===== config.mk =====
export PLATFORM = sky130hd
export DESIGN_NAME = fps_sequencer
export DESIGN_NICKNAME = d
export VERILOG_FILES = /design/src/pkg/fps_pkg.sv /design/src/verilog/fps_param_bank.sv /design/src/verilog/fps_prot_check.sv /design/src/verilog/fps_sequencer.sv
export SDC_FILE = /design/constraint.sdc
export NUM_CORES = 1
export LEC_CHECK = 0
export BUFFER_PORTS_ARGS = -buffer_cell sky130_fd_sc_hd__clkbuf_2
export CAP_MARGIN = 20
export CORE_ASPECT_RATIO = 0.6
export CORE_UTILIZATION = 45
export CTS_BUF_LIST = sky130_fd_sc_hd__clkbuf_2 sky130_fd_sc_hd__clkbuf_4 sky130_fd_sc_hd__clkbuf_8
export CTS_CLUSTER_SIZE = 16
export DETAILED_ROUTE_END_ITERATION = 7
export MAX_ROUTING_LAYER = met4
export PLACE_DENSITY = 0.75
export SKIP_LAST_GASP = 1
export SYNTH_ARGS = -nofsm -noshare
export SYNTH_HDL_FRONTEND = slang
export SYNTH_SLANG_ARGS = --single-unit

===== constraint.sdc =====
create_clock -name clk -period 4 [get_ports clk]
set_input_delay 0.8 -clock clk [delete_from_list [all_inputs] [get_ports clk]]
set_output_delay 0.8 -clock clk [all_outputs]
set_load 0.02 [all_outputs]

===== src/pkg/fps_pkg.sv =====
// constants and types shared by the flash command sequencer files
// assumes one 20 mhz clock and parameter words loaded by local logic
package fps_pkg;

  // ************************************
  // command codes and index values
  // ************************************
  localparam logic [7:0] CMD_PROG_PF   = 8'h06; // program one p-flash phrase
  localparam logic [7:0] CMD_PROG_ONCE = 8'h07; // one-time phrase program
  localparam logic [7:0] CMD_ERASE_BLK = 8'h09; // erase whole block
  localparam logic [7:0] CMD_ERASE_SEC = 8'h0a; // erase p-flash sector
  localparam logic [2:0] IDX_LAST_DATA = 3'h5;  // index after four data words
  localparam logic [2:0] IDX_ADDR_LO   = 3'h1;  // index of low address word
  localparam int         NUM_WORDS     = 6;     // parameter words held

  // ************************************
  // field positions
  // ************************************
  localparam int CMD_HI   = 15; // command code in word 0
  localparam int CMD_LO   = 8;
  localparam int BLK_HI   = 6;  // address bits 22..16 in word 0
  localparam int ADDR_W   = 23; // global address width
  localparam int PH_LSB_W = 3;  // phrase offset bits
  localparam int BLK_LSB  = 16; // first block-select address bit

  // ************************************
  // one-time field and protection
  // ************************************
  localparam logic [15:0] ONCE_MAX_IDX = 16'h0007; // last one-time phrase
  localparam int          ONCE_PHRASES = 8;        // 64 bytes as 8 phrases
  localparam logic [ADDR_W-1:0] PROT_TOP  = 23'h7f_ffff; // region top
  localparam logic [ADDR_W-1:0] PROT_MIN  = 23'h00_0800; // 2 kbytes at code 0
  localparam logic [1:0]  PROT_SIZE_RST = 2'h3;    // reset size code
  localparam logic        PROT_DIS_RST  = 1'b1;    // range disabled at reset

  // ************************************
  // types
  // ************************************
  typedef logic [NUM_WORDS-1:0][15:0] fps_words_t; // parameter word bank
  typedef enum logic [2:0] {
    OP_BLANK,  // check a phrase is erased
    OP_PROG,   // program one phrase
    OP_ERASE_B,// erase a block
    OP_ERASE_S,// erase a sector
    OP_VERIFY  // read back and check
  } fps_op_e;
  typedef enum logic [2:0] {
    ST_IDLE, ST_CHECK, ST_BLANK, ST_PROG, ST_ERASE, ST_VERIFY, ST_DONE
  } fps_state_e;

endpackage


===== src/verilog/fps_param_bank.sv =====
// parameter word bank with its load index
// assumes writes come from logic on the same clock
`timescale 1ns/1ns
`default_nettype none
module fps_param_bank
  import fps_pkg::*;
(
  input  wire logic             clk,       // system clock
  input  wire logic             rst_n,     // sync reset, low
  input  wire logic             ce,        // clock enable
  input  wire logic             accept,    // writes allowed now
  input  wire logic             wr_en,     // load one word
  input  wire logic [2:0]       wr_index,  // index of the word
  input  wire logic [15:0]      wr_data,   // word value
  output var  logic [2:0]       param_index, // last index loaded
  output var  fps_words_t       command_param_words // all words
);

  // ************************************
  // storage
  // ************************************
  logic [15:0] mem_r [NUM_WORDS];   // word array
  logic [2:0]  idx_r;               // index register
  wire         take = wr_en && accept && (wr_index < 3'(NUM_WORDS));

  // index follows each accepted write; busy writes dropped
  always_ff @(posedge clk)
  begin
    if (!rst_n)
      idx_r <= '0;
    else if (ce && take)
      idx_r <= wr_index;
  end

  // one generate lane per word keeps the array write trivial
  for (genvar g = 0; g < NUM_WORDS; g++)
  begin : g_word
    always_ff @(posedge clk)
    begin
      if (!rst_n)
        mem_r[g] <= '0;
      else if (ce && take && (wr_index == 3'(g)))
        mem_r[g] <= wr_data;
    end
    assign command_param_words[g] = mem_r[g];
  end

  assign param_index = idx_r;

endmodule
`default_nettype wire


===== src/verilog/fps_prot_check.sv =====
// upper protection range compare
// assumes size and disable come from registers in the parent
`timescale 1ns/1ns
`default_nettype none
module fps_prot_check
  import fps_pkg::*;
(
  input  wire logic [ADDR_W-1:0] addr,     // address under test
  input  wire logic [1:0]        size,     // upper_protect_size
  input  wire logic              disable_r,// upper_range_disable
  output var  logic              addr_prot,// address inside region
  output var  logic              blk_prot  // block holds the region
);

  // ************************************
  // region bounds
  // ************************************
  // region is 2k shifted by the code, so always 2k aligned
  wire [ADDR_W-1:0] span = ADDR_W'(PROT_MIN << size);
  wire [ADDR_W-1:0] low  = ADDR_W'(PROT_TOP - span + 23'h1);
  // region never crosses a 64k block, so top block alone holds it
  wire              top_blk = addr[ADDR_W-1:BLK_LSB] == PROT_TOP[ADDR_W-1:BLK_LSB];

  assign addr_prot = !disable_r && (addr >= low);
  assign blk_prot  = !disable_r && top_blk;

endmodule
`default_nettype wire


===== src/verilog/fps_sequencer.sv =====
// flash command sequencer: launch checks, operation steps, status
// assumes a flash engine on the same clock answering with eng_done
`timescale 1ns/1ns
`default_nettype none
// Functional notes
// - size code picks 2, 4, 8, 16k top region
// - phrase program needs index 101 at launch
// - command refused when mode forbids it
// - program address must map to valid flash
// - program address must be phrase aligned
// - program into protected region flags violation
// - verify sets any-error and uncorrectable bits
// - one-time phrase index only 0 to 7
// - one-time field is 8 phrases, block 0
// - one-time: blank check, program, then verify
// - complete flag low until command finishes
// - second one-time program of phrase refused
// - block 0 reads invalid during one-time program
// - block erase erases, verifies, then completes
// - block erase needs index 001 at launch
// - block erase needs valid block select bits
// - block erase alignment: phrase p-flash, word d-flash
// - block erase of protected block flags violation
// - sector erase erases, verifies, then completes
// - size code writable only while range disabled
module fps_sequencer
  import fps_pkg::*;
#(
  parameter logic [6:0]  PF_LO_BLK = 7'h7e, // lowest p-flash block
  parameter logic [6:0]  DF_LO_BLK = 7'h10, // lowest d-flash block
  parameter logic [6:0]  DF_HI_BLK = 7'h10, // highest d-flash block
  parameter logic [6:0]  PF0_BLK   = 7'h7f  // block holding one-time row
)
(
  input  wire logic              clk,            // 20 mhz clock
  input  wire logic              rst_n,          // sync reset, low
  input  wire logic              ce,             // clock enable
  input  wire logic              wr_en,          // load parameter word
  input  wire logic [2:0]        wr_index,       // word index
  input  wire logic [15:0]       wr_data,        // word value
  input  wire logic              launch,         // clear complete flag
  input  wire logic              err_clear,      // clear both error flags
  input  wire logic              cmd_permitted,  // mode/security allow
  input  wire logic              prot_wr,        // protection write
  input  wire logic [1:0]        prot_wr_size,   // new size code
  input  wire logic              prot_wr_dis,    // new disable bit
  input  wire logic [ADDR_W-1:0] rd_addr,        // current flash read
  input  wire logic              eng_done,       // engine step finished
  input  wire logic              eng_fail,       // blank check not erased
  input  wire logic              eng_err,        // verify saw an error
  input  wire logic              eng_uncorr,     // verify uncorrectable
  output logic                   command_complete_flag,
  output logic                   access_error_flag,
  output logic                   protection_violation_flag,
  output logic                   verify_any_error_bit,
  output logic                   verify_uncorrectable_bit,
  output logic [1:0]             upper_protect_size,
  output logic                   upper_range_disable,
  output logic                   rd_invalid,     // read data not valid
  output logic                   eng_start,      // engine step pulse
  output fps_op_e                eng_op,         // engine step kind
  output logic [ADDR_W-1:0]      eng_addr,       // step address
  output logic                   eng_info,       // targets one-time row
  output logic [63:0]            eng_data        // phrase to program
);

  // ************************************
  // elaboration checks
  // ************************************
  if (DF_LO_BLK > DF_HI_BLK || DF_HI_BLK >= PF_LO_BLK)
  begin : g_bad_map
    $error("fps_sequencer: flash block map overlaps");
  end

  // ************************************
  // state
  // ************************************
  fps_state_e state_r, state_nxt;   // sequencer state
  logic  cc_r, acc_r, fpv_r;        // complete, access, violation
  logic  mg1_r, mg0_r;              // verify status bits
  logic [1:0] size_r;               // protection size code
  logic  dis_r;                     // protection range disable
  logic  wait_r;                    // engine step outstanding
  logic  rdinv_r;                   // read invalid flop
  logic  start_r, info_r;           // engine controls
  fps_op_e op_r;                    // engine step kind
  logic [ADDR_W-1:0] addr_r;        // engine address
  logic [63:0] data_r;              // engine data
  logic [7:0]  cmd_r;               // command held while running

  // ************************************
  // parameter bank and decode
  // ************************************
  fps_words_t words;                // loaded words
  logic [2:0] idx;                  // param_index
  // writes only count while idle, so words stay put while running
  fps_param_bank u_bank (
    .clk                 (clk),
    .rst_n               (rst_n),
    .ce                  (ce),
    .accept              (cc_r),
    .wr_en               (wr_en),
    .wr_index            (wr_index),
    .wr_data             (wr_data),
    .param_index         (idx),
    .command_param_words (words)
  );

  wire [7:0]        cmd   = words[0][CMD_HI:CMD_LO];
  wire [6:0]        blk   = words[0][BLK_HI:0];
  wire [ADDR_W-1:0] gaddr = {blk, words[1]};
  wire [15:0]       ph_ix = words[1];
  wire              is_pf = blk >= PF_LO_BLK;
  wire              is_df = (blk >= DF_LO_BLK) && (blk <= DF_HI_BLK);
  wire              al_ph = gaddr[PH_LSB_W-1:0] == '0;
  wire              al_w  = !gaddr[0];

  logic addr_prot, blk_prot;        // protection compare
  fps_prot_check u_prot (
    .addr      (gaddr),
    .size      (size_r),
    .disable_r (dis_r),
    .addr_prot (addr_prot),
    .blk_prot  (blk_prot)
  );

  // ************************************
  // launch checks
  // ************************************
  // program and block erase checks
  wire e_prog  = (idx != IDX_LAST_DATA) || !is_pf || !al_ph;
  wire e_once  = (idx != IDX_LAST_DATA) || (ph_ix > ONCE_MAX_IDX);
  wire e_blk   = (idx != IDX_ADDR_LO) || !(is_pf || is_df) ||
                 (is_pf && !al_ph) || (is_df && !al_w);
  // sector erase is p-flash only
  wire e_sec   = (idx != IDX_ADDR_LO) || !is_pf;
  wire known   = (cmd == CMD_PROG_PF) || (cmd == CMD_PROG_ONCE) ||
                 (cmd == CMD_ERASE_BLK) || (cmd == CMD_ERASE_SEC);
  wire acc_chk = !cmd_permitted || !known ||
                 ((cmd == CMD_PROG_PF) && e_prog) ||
                 ((cmd == CMD_PROG_ONCE) && e_once) ||
                 ((cmd == CMD_ERASE_BLK) && e_blk) ||
                 ((cmd == CMD_ERASE_SEC) && e_sec);
  wire fpv_chk = ((cmd == CMD_PROG_PF) && addr_prot) ||
                 ((cmd == CMD_ERASE_SEC) && addr_prot) ||
                 ((cmd == CMD_ERASE_BLK) && is_pf && blk_prot);
  wire chk_fail = acc_chk || fpv_chk;

  // launch ignored while busy or an error flag still stands
  wire launch_ok = launch && cc_r && !acc_r && !fpv_r;
  wire step_done = wait_r && eng_done;
  wire in_check  = state_r == ST_CHECK;
  wire once_run  = (cmd_r == CMD_PROG_ONCE) && (state_r != ST_IDLE);
  wire [ADDR_W-1:0] once_addr = ADDR_W'({ph_ix[2:0], 3'h0});
  wire blank_bad = (state_r == ST_BLANK) && step_done && eng_fail;

  // ************************************
  // next state
  // ************************************
  always_comb
  begin
    state_nxt = state_r;
    case (state_r)
      ST_IDLE:
        if (launch_ok)
          state_nxt = ST_CHECK;
      // failed check skips straight to done
      ST_CHECK:
        if (chk_fail)
          state_nxt = ST_DONE;
        else if (cmd == CMD_PROG_ONCE)
          state_nxt = ST_BLANK;
        else if (cmd == CMD_PROG_PF)
          state_nxt = ST_PROG;
        else
          state_nxt = ST_ERASE;
      ST_BLANK:
        if (step_done)
          state_nxt = eng_fail ? ST_DONE : ST_PROG;
      ST_PROG, ST_ERASE:
        if (step_done)
          state_nxt = ST_VERIFY;
      ST_VERIFY:
        if (step_done)
          state_nxt = ST_DONE;
      ST_DONE:
        state_nxt = ST_IDLE;
      default:
        state_nxt = ST_IDLE;
    endcase
  end

  // state register
  always_ff @(posedge clk)
  begin
    if (!rst_n)
      state_r <= ST_IDLE;
    else if (ce)
      state_r <= state_nxt;
  end

  // command latched so decode of words is not relied on later
  always_ff @(posedge clk)
  begin
    if (!rst_n)
      cmd_r <= '0;
    else if (ce && launch_ok)
      cmd_r <= cmd;
  end

  // ************************************
  // status flags
  // ************************************
  // complete flag low while running
  always_ff @(posedge clk)
  begin
    if (!rst_n)
      cc_r <= 1'b1;
    else if (ce)
      cc_r <= (state_r == ST_DONE) ? 1'b1 : (launch_ok ? 1'b0 : cc_r);
  end

  // error flags: a set in the clear cycle wins
  wire acc_set = (in_check && acc_chk) || blank_bad;
  wire fpv_set = in_check && !acc_chk && fpv_chk;
  always_ff @(posedge clk)
  begin
    if (!rst_n)
    begin
      acc_r <= 1'b0;
      fpv_r <= 1'b0;
    end
    else if (ce)
    begin
      acc_r <= acc_set || (acc_r && !err_clear);
      fpv_r <= fpv_set || (fpv_r && !err_clear);
    end
  end

  // verify outcome captured, cleared at next launch
  wire vfy_end = (state_r == ST_VERIFY) && step_done;
  always_ff @(posedge clk)
  begin
    if (!rst_n)
    begin
      mg1_r <= 1'b0;
      mg0_r <= 1'b0;
    end
    else if (ce && vfy_end)
    begin
      mg1_r <= eng_err;
      mg0_r <= eng_uncorr;
    end
    else if (ce && launch_ok)
    begin
      mg1_r <= 1'b0;
      mg0_r <= 1'b0;
    end
  end

  // size code held unless range currently disabled
  always_ff @(posedge clk)
  begin
    if (!rst_n)
    begin
      size_r <= PROT_SIZE_RST;
      dis_r  <= PROT_DIS_RST;
    end
    else if (ce && prot_wr)
    begin
      dis_r <= prot_wr_dis;
      if (dis_r)
        size_r <= prot_wr_size;
    end
  end

  // ************************************
  // engine requests
  // ************************************
  wire op_state = (state_r == ST_BLANK) || (state_r == ST_PROG) ||
                  (state_r == ST_ERASE) || (state_r == ST_VERIFY);
  wire issue    = op_state && !wait_r && !start_r;
  fps_op_e op_sel;                  // step kind for this state
  assign op_sel = (state_r == ST_BLANK)  ? OP_BLANK :
                  (state_r == ST_PROG)   ? OP_PROG :
                  (state_r == ST_VERIFY) ? OP_VERIFY :
                  (cmd_r == CMD_ERASE_SEC) ? OP_ERASE_S : OP_ERASE_B;

  // one start pulse per step, then wait for done
  always_ff @(posedge clk)
  begin
    if (!rst_n)
    begin
      start_r <= 1'b0;
      wait_r  <= 1'b0;
    end
    else if (ce)
    begin
      start_r <= issue;
      wait_r  <= start_r ? 1'b1 : (eng_done ? 1'b0 : wait_r);
    end
  end

  // step kind, address and data set with the pulse
  always_ff @(posedge clk)
  begin
    if (!rst_n)
    begin
      op_r   <= OP_BLANK;
      addr_r <= '0;
      info_r <= 1'b0;
      data_r <= '0;
    end
    else if (ce && issue)
    begin
      op_r   <= op_sel;
      addr_r <= (cmd_r == CMD_PROG_ONCE) ? once_addr : gaddr;
      info_r <= cmd_r == CMD_PROG_ONCE;
      data_r <= {words[5], words[4], words[3], words[2]};
    end
  end

  // block 0 reads flagged while one-time runs
  always_ff @(posedge clk)
  begin
    if (!rst_n)
      rdinv_r <= 1'b0;
    else if (ce)
      rdinv_r <= once_run && (rd_addr[ADDR_W-1:BLK_LSB] == PF0_BLK);
  end

  // ************************************
  // outputs
  // ************************************
  assign command_complete_flag     = cc_r;
  assign access_error_flag         = acc_r;
  assign protection_violation_flag = fpv_r;
  assign verify_any_error_bit      = mg1_r;
  assign verify_uncorrectable_bit  = mg0_r;
  assign upper_protect_size        = size_r;
  assign upper_range_disable       = dis_r;
  assign rd_invalid                = rdinv_r;
  assign eng_start                 = start_r;
  assign eng_op                    = op_r;
  assign eng_addr                  = addr_r;
  assign eng_info                  = info_r;
  assign eng_data                  = data_r;
endmodule
`default_nettype wire


== Word-level counts from Yosys, hierarchy flattened ==
Memories as Yosys holds them, arrays and structs flattened. A register that Yosys moved wholly into a read port is not among the register bits.
Cells that the tools add are included.

* Input port bits: 57
* Register bits: 52
* Output and inout port bits: 101
* Memories kept: 1
* Bits in writable memories: 96
* Logic and storage cells: 198

{| class="wikitable"
|+ Memories
! memory !! words !! width !! read ports !! clocked after Yosys merged registers in !! write ports !! RTL line !! source
|-
| u_bank.mem_r || 6 || 16 || 6 || 4 || 6 || fps_param_bank.sv:22 || <nowiki>logic [15:0] mem_r [NUM_WORDS];</nowiki>
|}

* Shifts and indexed selects: 1
* Equality and inequality tests: 25
* Add/subtract/negate cells: 2
* Multiplexer cells: 46
* Bitwise operators: 6
* Order comparisons: 6
* Reduce and logical (&&, ||, !) cells: 95

{| class="wikitable"
|+ Operator list
! cell !! count
|-
| $mux 16 || 6
|-
| $logic_and 1x1->1 || 42
|-
| $mux 3 || 11
|-
| $mux 1 || 27
|-
| $logic_or 1x1->1 || 25
|-
| $eq 8x3->1 const B || 3
|-
| $eq 8x4->1 const B || 3
|-
| $add 23x1->23 const B || 1
|-
| $ge 23x23->1 || 1
|-
| $mux 23 || 1
|-
| $shl 12x2->23 const A || 1
|-
| $sub 23x23->23 const A || 1
|-
| $gt 16x3->1 const B || 1
|-
| $logic_not 1->1 || 16
|-
| $eq 3x3->1 const B || 5
|-
| $pmux 3 s5 || 1
|-
| $eq 7x7->1 const B || 2
|-
| $eq 3x2->1 const B || 4
|-
| $logic_not 3->1 || 3
|-
| $ne 2x2->1 const B || 4
|-
| $ge 7x5->1 const B || 1
|-
| $ge 7x7->1 const B || 1
|-
| $le 7x5->1 const B || 1
|-
| $eq 3x1->1 const B || 2
|-
| other kinds (9) || 18
|}

== Logic depth before layout (Yosys ltp) ==
An unclocked memory read counts as a cell.

* Depth in word-level cells: 15
* Depth in mapped cells: 11
* Depth with buffers taken out: 11

== By module ==
A second synthesis with hierarchy kept.

* Cell total of the unflattened synthesis: 857
* Area, all modules: 8664.6 µm²

{| class="wikitable"
|+ By module, submodules not included
! module !! times used !! cells an instance !! area each (µm²)
|-
| fps_sequencer || 1 || 570 || 4730.8
|-
| fps_param_bank || 1 || 246 || 3619.7
|-
| fps_prot_check || 1 || 41 || 314.1
|}

== Worst setup path after synthesis ==
OpenSTA, ideal clock, no wires.

* Path kind: input to register
* Start: input ce
* End: memory u_bank.mem_r[2][0], enable pin
* Path slack: 0.838 ns
* Arrival time: 2.751 ns
* Required time: 3.589 ns
* Cell stages on the path: 4
* Buffers on the path: 1
* Cells stage by stage: buf_4 > nand4_2 > or3b_4 > o21ai_0

{| class="wikitable"
|+ RTL lines
! what !! RTL line !! source
|-
| start, declared || fps_sequencer.sv:37 || <nowiki>input wire logic ce,</nowiki>
|-
| end, declared || fps_param_bank.sv:22 ||
|}

== Worst setup path after layout ==
* Start: register size_r[1], in the netlist upper_protect_size[1]
* End: register state_r[0]

* Cells in the longest elaborated chain, start to end: 11
* Elaborated cells on any way between the ends: 12

{| class="wikitable"
|+ Ends and longest elaborated chain
! what !! RTL line !! source
|-
| start, declared || fps_sequencer.sv:81 || <nowiki>logic [1:0] size_r;</nowiki>
|-
| start signal, assigned || fps_sequencer.sv:273 || <nowiki>size_r <= prot_wr_size;</nowiki>
|-
| $shl 12x2->23 (*) || fps_prot_check.sv:19 || <nowiki>wire [ADDR_W-1:0] span = ADDR_W'(PROT_MIN << size);</nowiki>
|-
| $sub 23x23->23 (*) || fps_prot_check.sv:20 || <nowiki>wire [ADDR_W-1:0] low = ADDR_W'(PROT_TOP - span + 23'h1);</nowiki>
|-
| $add 23x1->23 (*) || fps_prot_check.sv:20 ||
|-
| $ge 23x23->1 (*) || fps_prot_check.sv:24 || <nowiki>assign addr_prot = !disable_r && (addr >= low);</nowiki>
|-
| $logic_and 1x1->1 (*) || fps_prot_check.sv:24 ||
|-
| $logic_and 1x1->1, on equally long branches || fps_sequencer.sv:144, fps_sequencer.sv:145 ||
|-
| $logic_or 1x1->1 (*) || fps_sequencer.sv:144 || <nowiki>wire fpv_chk = ((cmd == CMD_PROG_PF) && addr_prot) ||</nowiki>
|-
| $logic_or 1x1->1 (*) || fps_sequencer.sv:145 || <nowiki>((cmd == CMD_ERASE_SEC) && addr_prot) ||</nowiki>
|-
| $logic_or 1x1->1 (*) || fps_sequencer.sv:147 || <nowiki>wire chk_fail = acc_chk || fpv_chk;</nowiki>
|-
| $mux 3 (*) || fps_sequencer.sv:169 || <nowiki>if (chk_fail)</nowiki>
|-
| $pmux 3 s5 (*) || fps_sequencer.sv:163 || <nowiki>case (state_r)</nowiki>
|-
| end signal, assigned || fps_sequencer.sv:199 || <nowiki>state_r <= state_nxt;</nowiki>
|-
| end, declared || fps_sequencer.sv:78 || <nowiki>fps_state_e state_r, state_nxt;</nowiki>
|}

Every way passes the cells marked *; elsewhere a longest branch is shown, timed or not.
A chain may end at the register's enable or synchronous reset.

==> results.md <==
| Result | This run |
|:---|:---|
| Run status | complete, no violations |
| Number of endpoints failing setup at the final stage | 0 |
| Number of failing hold endpoints at the final stage | 0 |
| Net total in the final layout | 1044 |
| Worst-case headroom to the max-slew limit | 39.8% |
| Min-Delay Path Class | primary input to register |
| Post-Route Skew | 28.9 ps |
| Post-synth top area share | 32.4% |
| Flop-to-flop setup slack | 1470 ps |
| CTS root buffer | sky130_fd_sc_hd__clkbuf_8 |
| Initial Util | 46.1% |
| Clock tree from TritonCTS | yes |
| Final core occ | 54.4% |
| Number of CTS-inserted buffers | 30 |
| CTS H-tree lvls | 1 |
| Number of instances resized during post-cts repair | 0 |
| Count of clock tree sinks | 211 |
| Most common cell after layout, fill and taps aside | sky130_fd_sc_hd__nand2_1 |
| Post-synthesis area per instance | 10.5 um2 |
| RSZ-0062 raised after global routing | false |
| Floorplan die height | 110 um |
| Data arrival at the endpoint of the critical path | 2980 ps |
| Final Cycle Share | 63.3% |
| Destination of the worst hold path | upper_protect_size[1] |
| Overall routed net length | 21500 um |
| Worst setup path category | register to register |
| Post-CTS Hold Buffers | 0 |
| Fraction of synthesis flops using an asynchronous set or reset pin | 0% |
| Worst hold stages | 3 |
| Prevailing post-synth register cell | sky130_fd_sc_hd__dfxtp_1 |
| Maximum net fanout on the critical path | 7 |
| Initial detailed-routing violation count | 421 |
| Static Leak | 0.00408 uW |
| Routed Antenna Nets | 0 |
| Buffer depth of the longest clock path | 3 |
| Number of antenna violations at the first check in global routing | 4 |
| Die X-Extent | 182 um |
| CP max stage cell | sky130_fd_sc_hd__a211o_4 |
| Worst-path cell chain | or2_2 > ha_1 > nand2b_4 > inv_2 > ha_1 > o2111ai_1 > a21oi_1 > a221o_1 > o2111ai_2 > a211o_4 > a31o_1 |
| Layout-stage area growth over the synthesis result | 18.1% |
| Fraction of final layout cells sized beyond drive strength 1 | 22.2% |
| CP dominant cell by count | sky130_fd_sc_hd__ha_1 |
| Gr ovfl total | 0 |
| Number of distinct library cells after synthesis | 61 |
| Number of pins with negative max-slew slack in the final report | 0 |
| Met1 WL | 10900 um |
| Per-cell routed wire length | 17.0 um |
| Post-CTS Setup Bufs | 0 |
| Final instance area | 10400 um2 |
| Clock latency on the worst-skew pair | 560 ps |
| R2r endpoint | state_r[0] |
| Critical path endpoint category | register |
| Number of storage elements in the synthesis netlist | 211 |
| Sum Neg Setup Slack | 0 ps |
| Placer congestion estimate | 0.863 |
| Hold Crit Start | prot_wr_size[1] |
| Critical path startpoint category | register |
| EDFF count, synth | 95 |
| Placed cell area | 9770 um2 |
| Num rows | 39 |
| Top library cells by usage in the layout, fill and taps aside | sky130_fd_sc_hd__nand2_1, sky130_fd_sc_hd__clkbuf_2, sky130_fd_sc_hd__dfxtp_1 |
| Clock-pin slew of the registers on the worst-case setup and hold paths | 60 ps |
| Warnings, synthesis | 0 |
| Total number of vias | 6557 |
| DR vias/cell | 5.18 |
| # IOs | 158 |
| Critical register-to-register path startpoint | upper_protect_size[1] |
| Vias in the first global route | 5967 |
| Placeable core region | 19100 um2 |
| HPWL after detailed placement | 14700 um |
| Number of cells on the worst reg-to-reg path | 11 |
| Crit path largest cell delay | 390 ps |
| Iteration count of the initial detailed-routing pass | 5 |
| Tightest Pin Transition | 899 ps |
| Number of port buffers | 141 |
| Global Route Usage Sum | 21.9% |
| Uppermost layer routed | met4 |
| Maximum ir drop on the vdd rail | 0.235 mV |
| Highest attainable clock frequency | 0.395 GHz |
| Met3 WL post-DR | 1900 um |
| Layout fillers | 1724 |
| Max-Cap Viols | 0 |
| Pin count of the biggest net entering global routing | 87 |
| Synth Instances | 837 |
| Die footprint | 20100 um2 |
| Ranking of synthesized cells by area | sky130_fd_sc_hd__edfxtp_1, sky130_fd_sc_hd__dfxtp_1, sky130_fd_sc_hd__a21boi_0 |
| Detail Route met2 WL | 8400 um |
| Sequential-to-total area share from yosys stat | 58.9% |
| Remaining design rule violation count | 0 |
| WP data required | 4450 ps |
| First-pass GRT wire length | 32800 um |
| Mapped cell area | 8790 um2 |
| Power per cell area | 429 nW/um2 |
| Final period demand of the worst path | 2530 ps |
| Library cell occupying the most area in the post-synthesis netlist | sky130_fd_sc_hd__edfxtp_1 |
## sequential cells by signal, summed over array words and instances, names as in the netlist, 2 cells and up
name,cells
state_r,3
cmd_r,8
eng_addr,23
eng_op,3
upper_protect_size,2
u_bank.param_index,3
eng_data,64
u_bank.mem_r,95
## layer usage
layer,track usage (%),vias to the layer above
li1,-,3168
met1,33.6,3102
met2,29.4,259
met3,4.76,28
met4,3.78,0
met5,-,-
## how the worst max path moves through the flow
| stage | from | to | cells after the start |
|---|---|---|---|
| 4_1_cts | upper_protect_size[1] | state_r[0] | 11 |
| 3_3_place_gp | ce | u_bank.mem_r[4][12] | 6 |
| 2_1_floorplan | ce | u_bank.mem_r[2][0] | 4 |
| 3_5_place_dp | ce | u_bank.mem_r[5][1] | 6 |
| 6_report | upper_protect_size[1] | state_r[0] | 11 |
| 5_1_grt | upper_protect_size[1] | state_r[0] | 11 |
## worst max-delay path, delay by kind of cell, from the launching register on
family,cells,cell delay (ps)
AO/OA/AOI/OAI,6,1100
adder cells (fa/ha/maj),2,480
buffers and inverters,1,50
flip-flops,1,360
AND/OR/NAND/NOR,2,430
## power by group
group	internal [uW]	total, uW	switching (uW)
Combinational	127	366	239
Sequential	2320	2380	55.4
Clock	913	1710	794
## through the flow
step,hold WS (ps),worst slack (ps),total power [uW],std cells
6_report,456,1470,4450,1267
4_1_cts,431,1460,4490,1264
3_3_place_gp,450,1220,2780,1209
5_1_grt,456,1380,4630,1266
2_1_floorplan,451,838,2640,838
3_5_place_dp,458,1160,2790,1209
## synth_stat cells, types with 4 or more instances
master	instances
sky130_fd_sc_hd__nand2_1	177
sky130_fd_sc_hd__dfxtp_1	116
sky130_fd_sc_hd__and2_1	101
sky130_fd_sc_hd__edfxtp_1	95
sky130_fd_sc_hd__a21boi_0	89
sky130_fd_sc_hd__clkbuf_1	37
sky130_fd_sc_hd__nand3_1	31
sky130_fd_sc_hd__nor2b_1	19
sky130_fd_sc_hd__nor2_1	16
sky130_fd_sc_hd__mux2i_1	14
sky130_fd_sc_hd__ha_1	12
sky130_fd_sc_hd__o21ai_0	12
sky130_fd_sc_hd__nor4_1	11
sky130_fd_sc_hd__a21oi_1	10
sky130_fd_sc_hd__nand2b_1	8
sky130_fd_sc_hd__inv_1	5
sky130_fd_sc_hd__nand4_1	5
sky130_fd_sc_hd__buf_1	4
sky130_fd_sc_hd__buf_2	4
sky130_fd_sc_hd__o211ai_1	4
sky130_fd_sc_hd__o21a_1	4
## kinds of logic (layout without fill, tap and decap cells)
group,Yosys count,after routing,synth area share [%]
compound gates,145,145,12.1
xor+xnor,2,2,0.199
fa+ha+maj,13,13,1.84
buf+inv,55,215,2.49
flops,211,211,58.9
mux,14,14,1.59
other cells,1,5,0.0426
simple gates,396,396,22.9
## layout make-up
| cell class | count | area [um2] | share of cell area [%] |
|---|---|---|---|
| Clock inverter | 6 | 26.3 | 0.253 |
| Timing Repair Buffer | 154 | 803 | 7.74 |
| Tap cell | 266 | 333 | 3.21 |
| Multi-Input combinational cell | 572 | 3430 | 33.1 |
| Clock buffer | 49 | 581 | 5.59 |
| Sequential cell | 211 | 5170 | 49.8 |
| Inverter | 6 | 22.5 | 0.217 |
| Antenna cell | 3 | 7.51 | 0.0723 |
No activity file was read; power rests on OpenSTA's default activity.
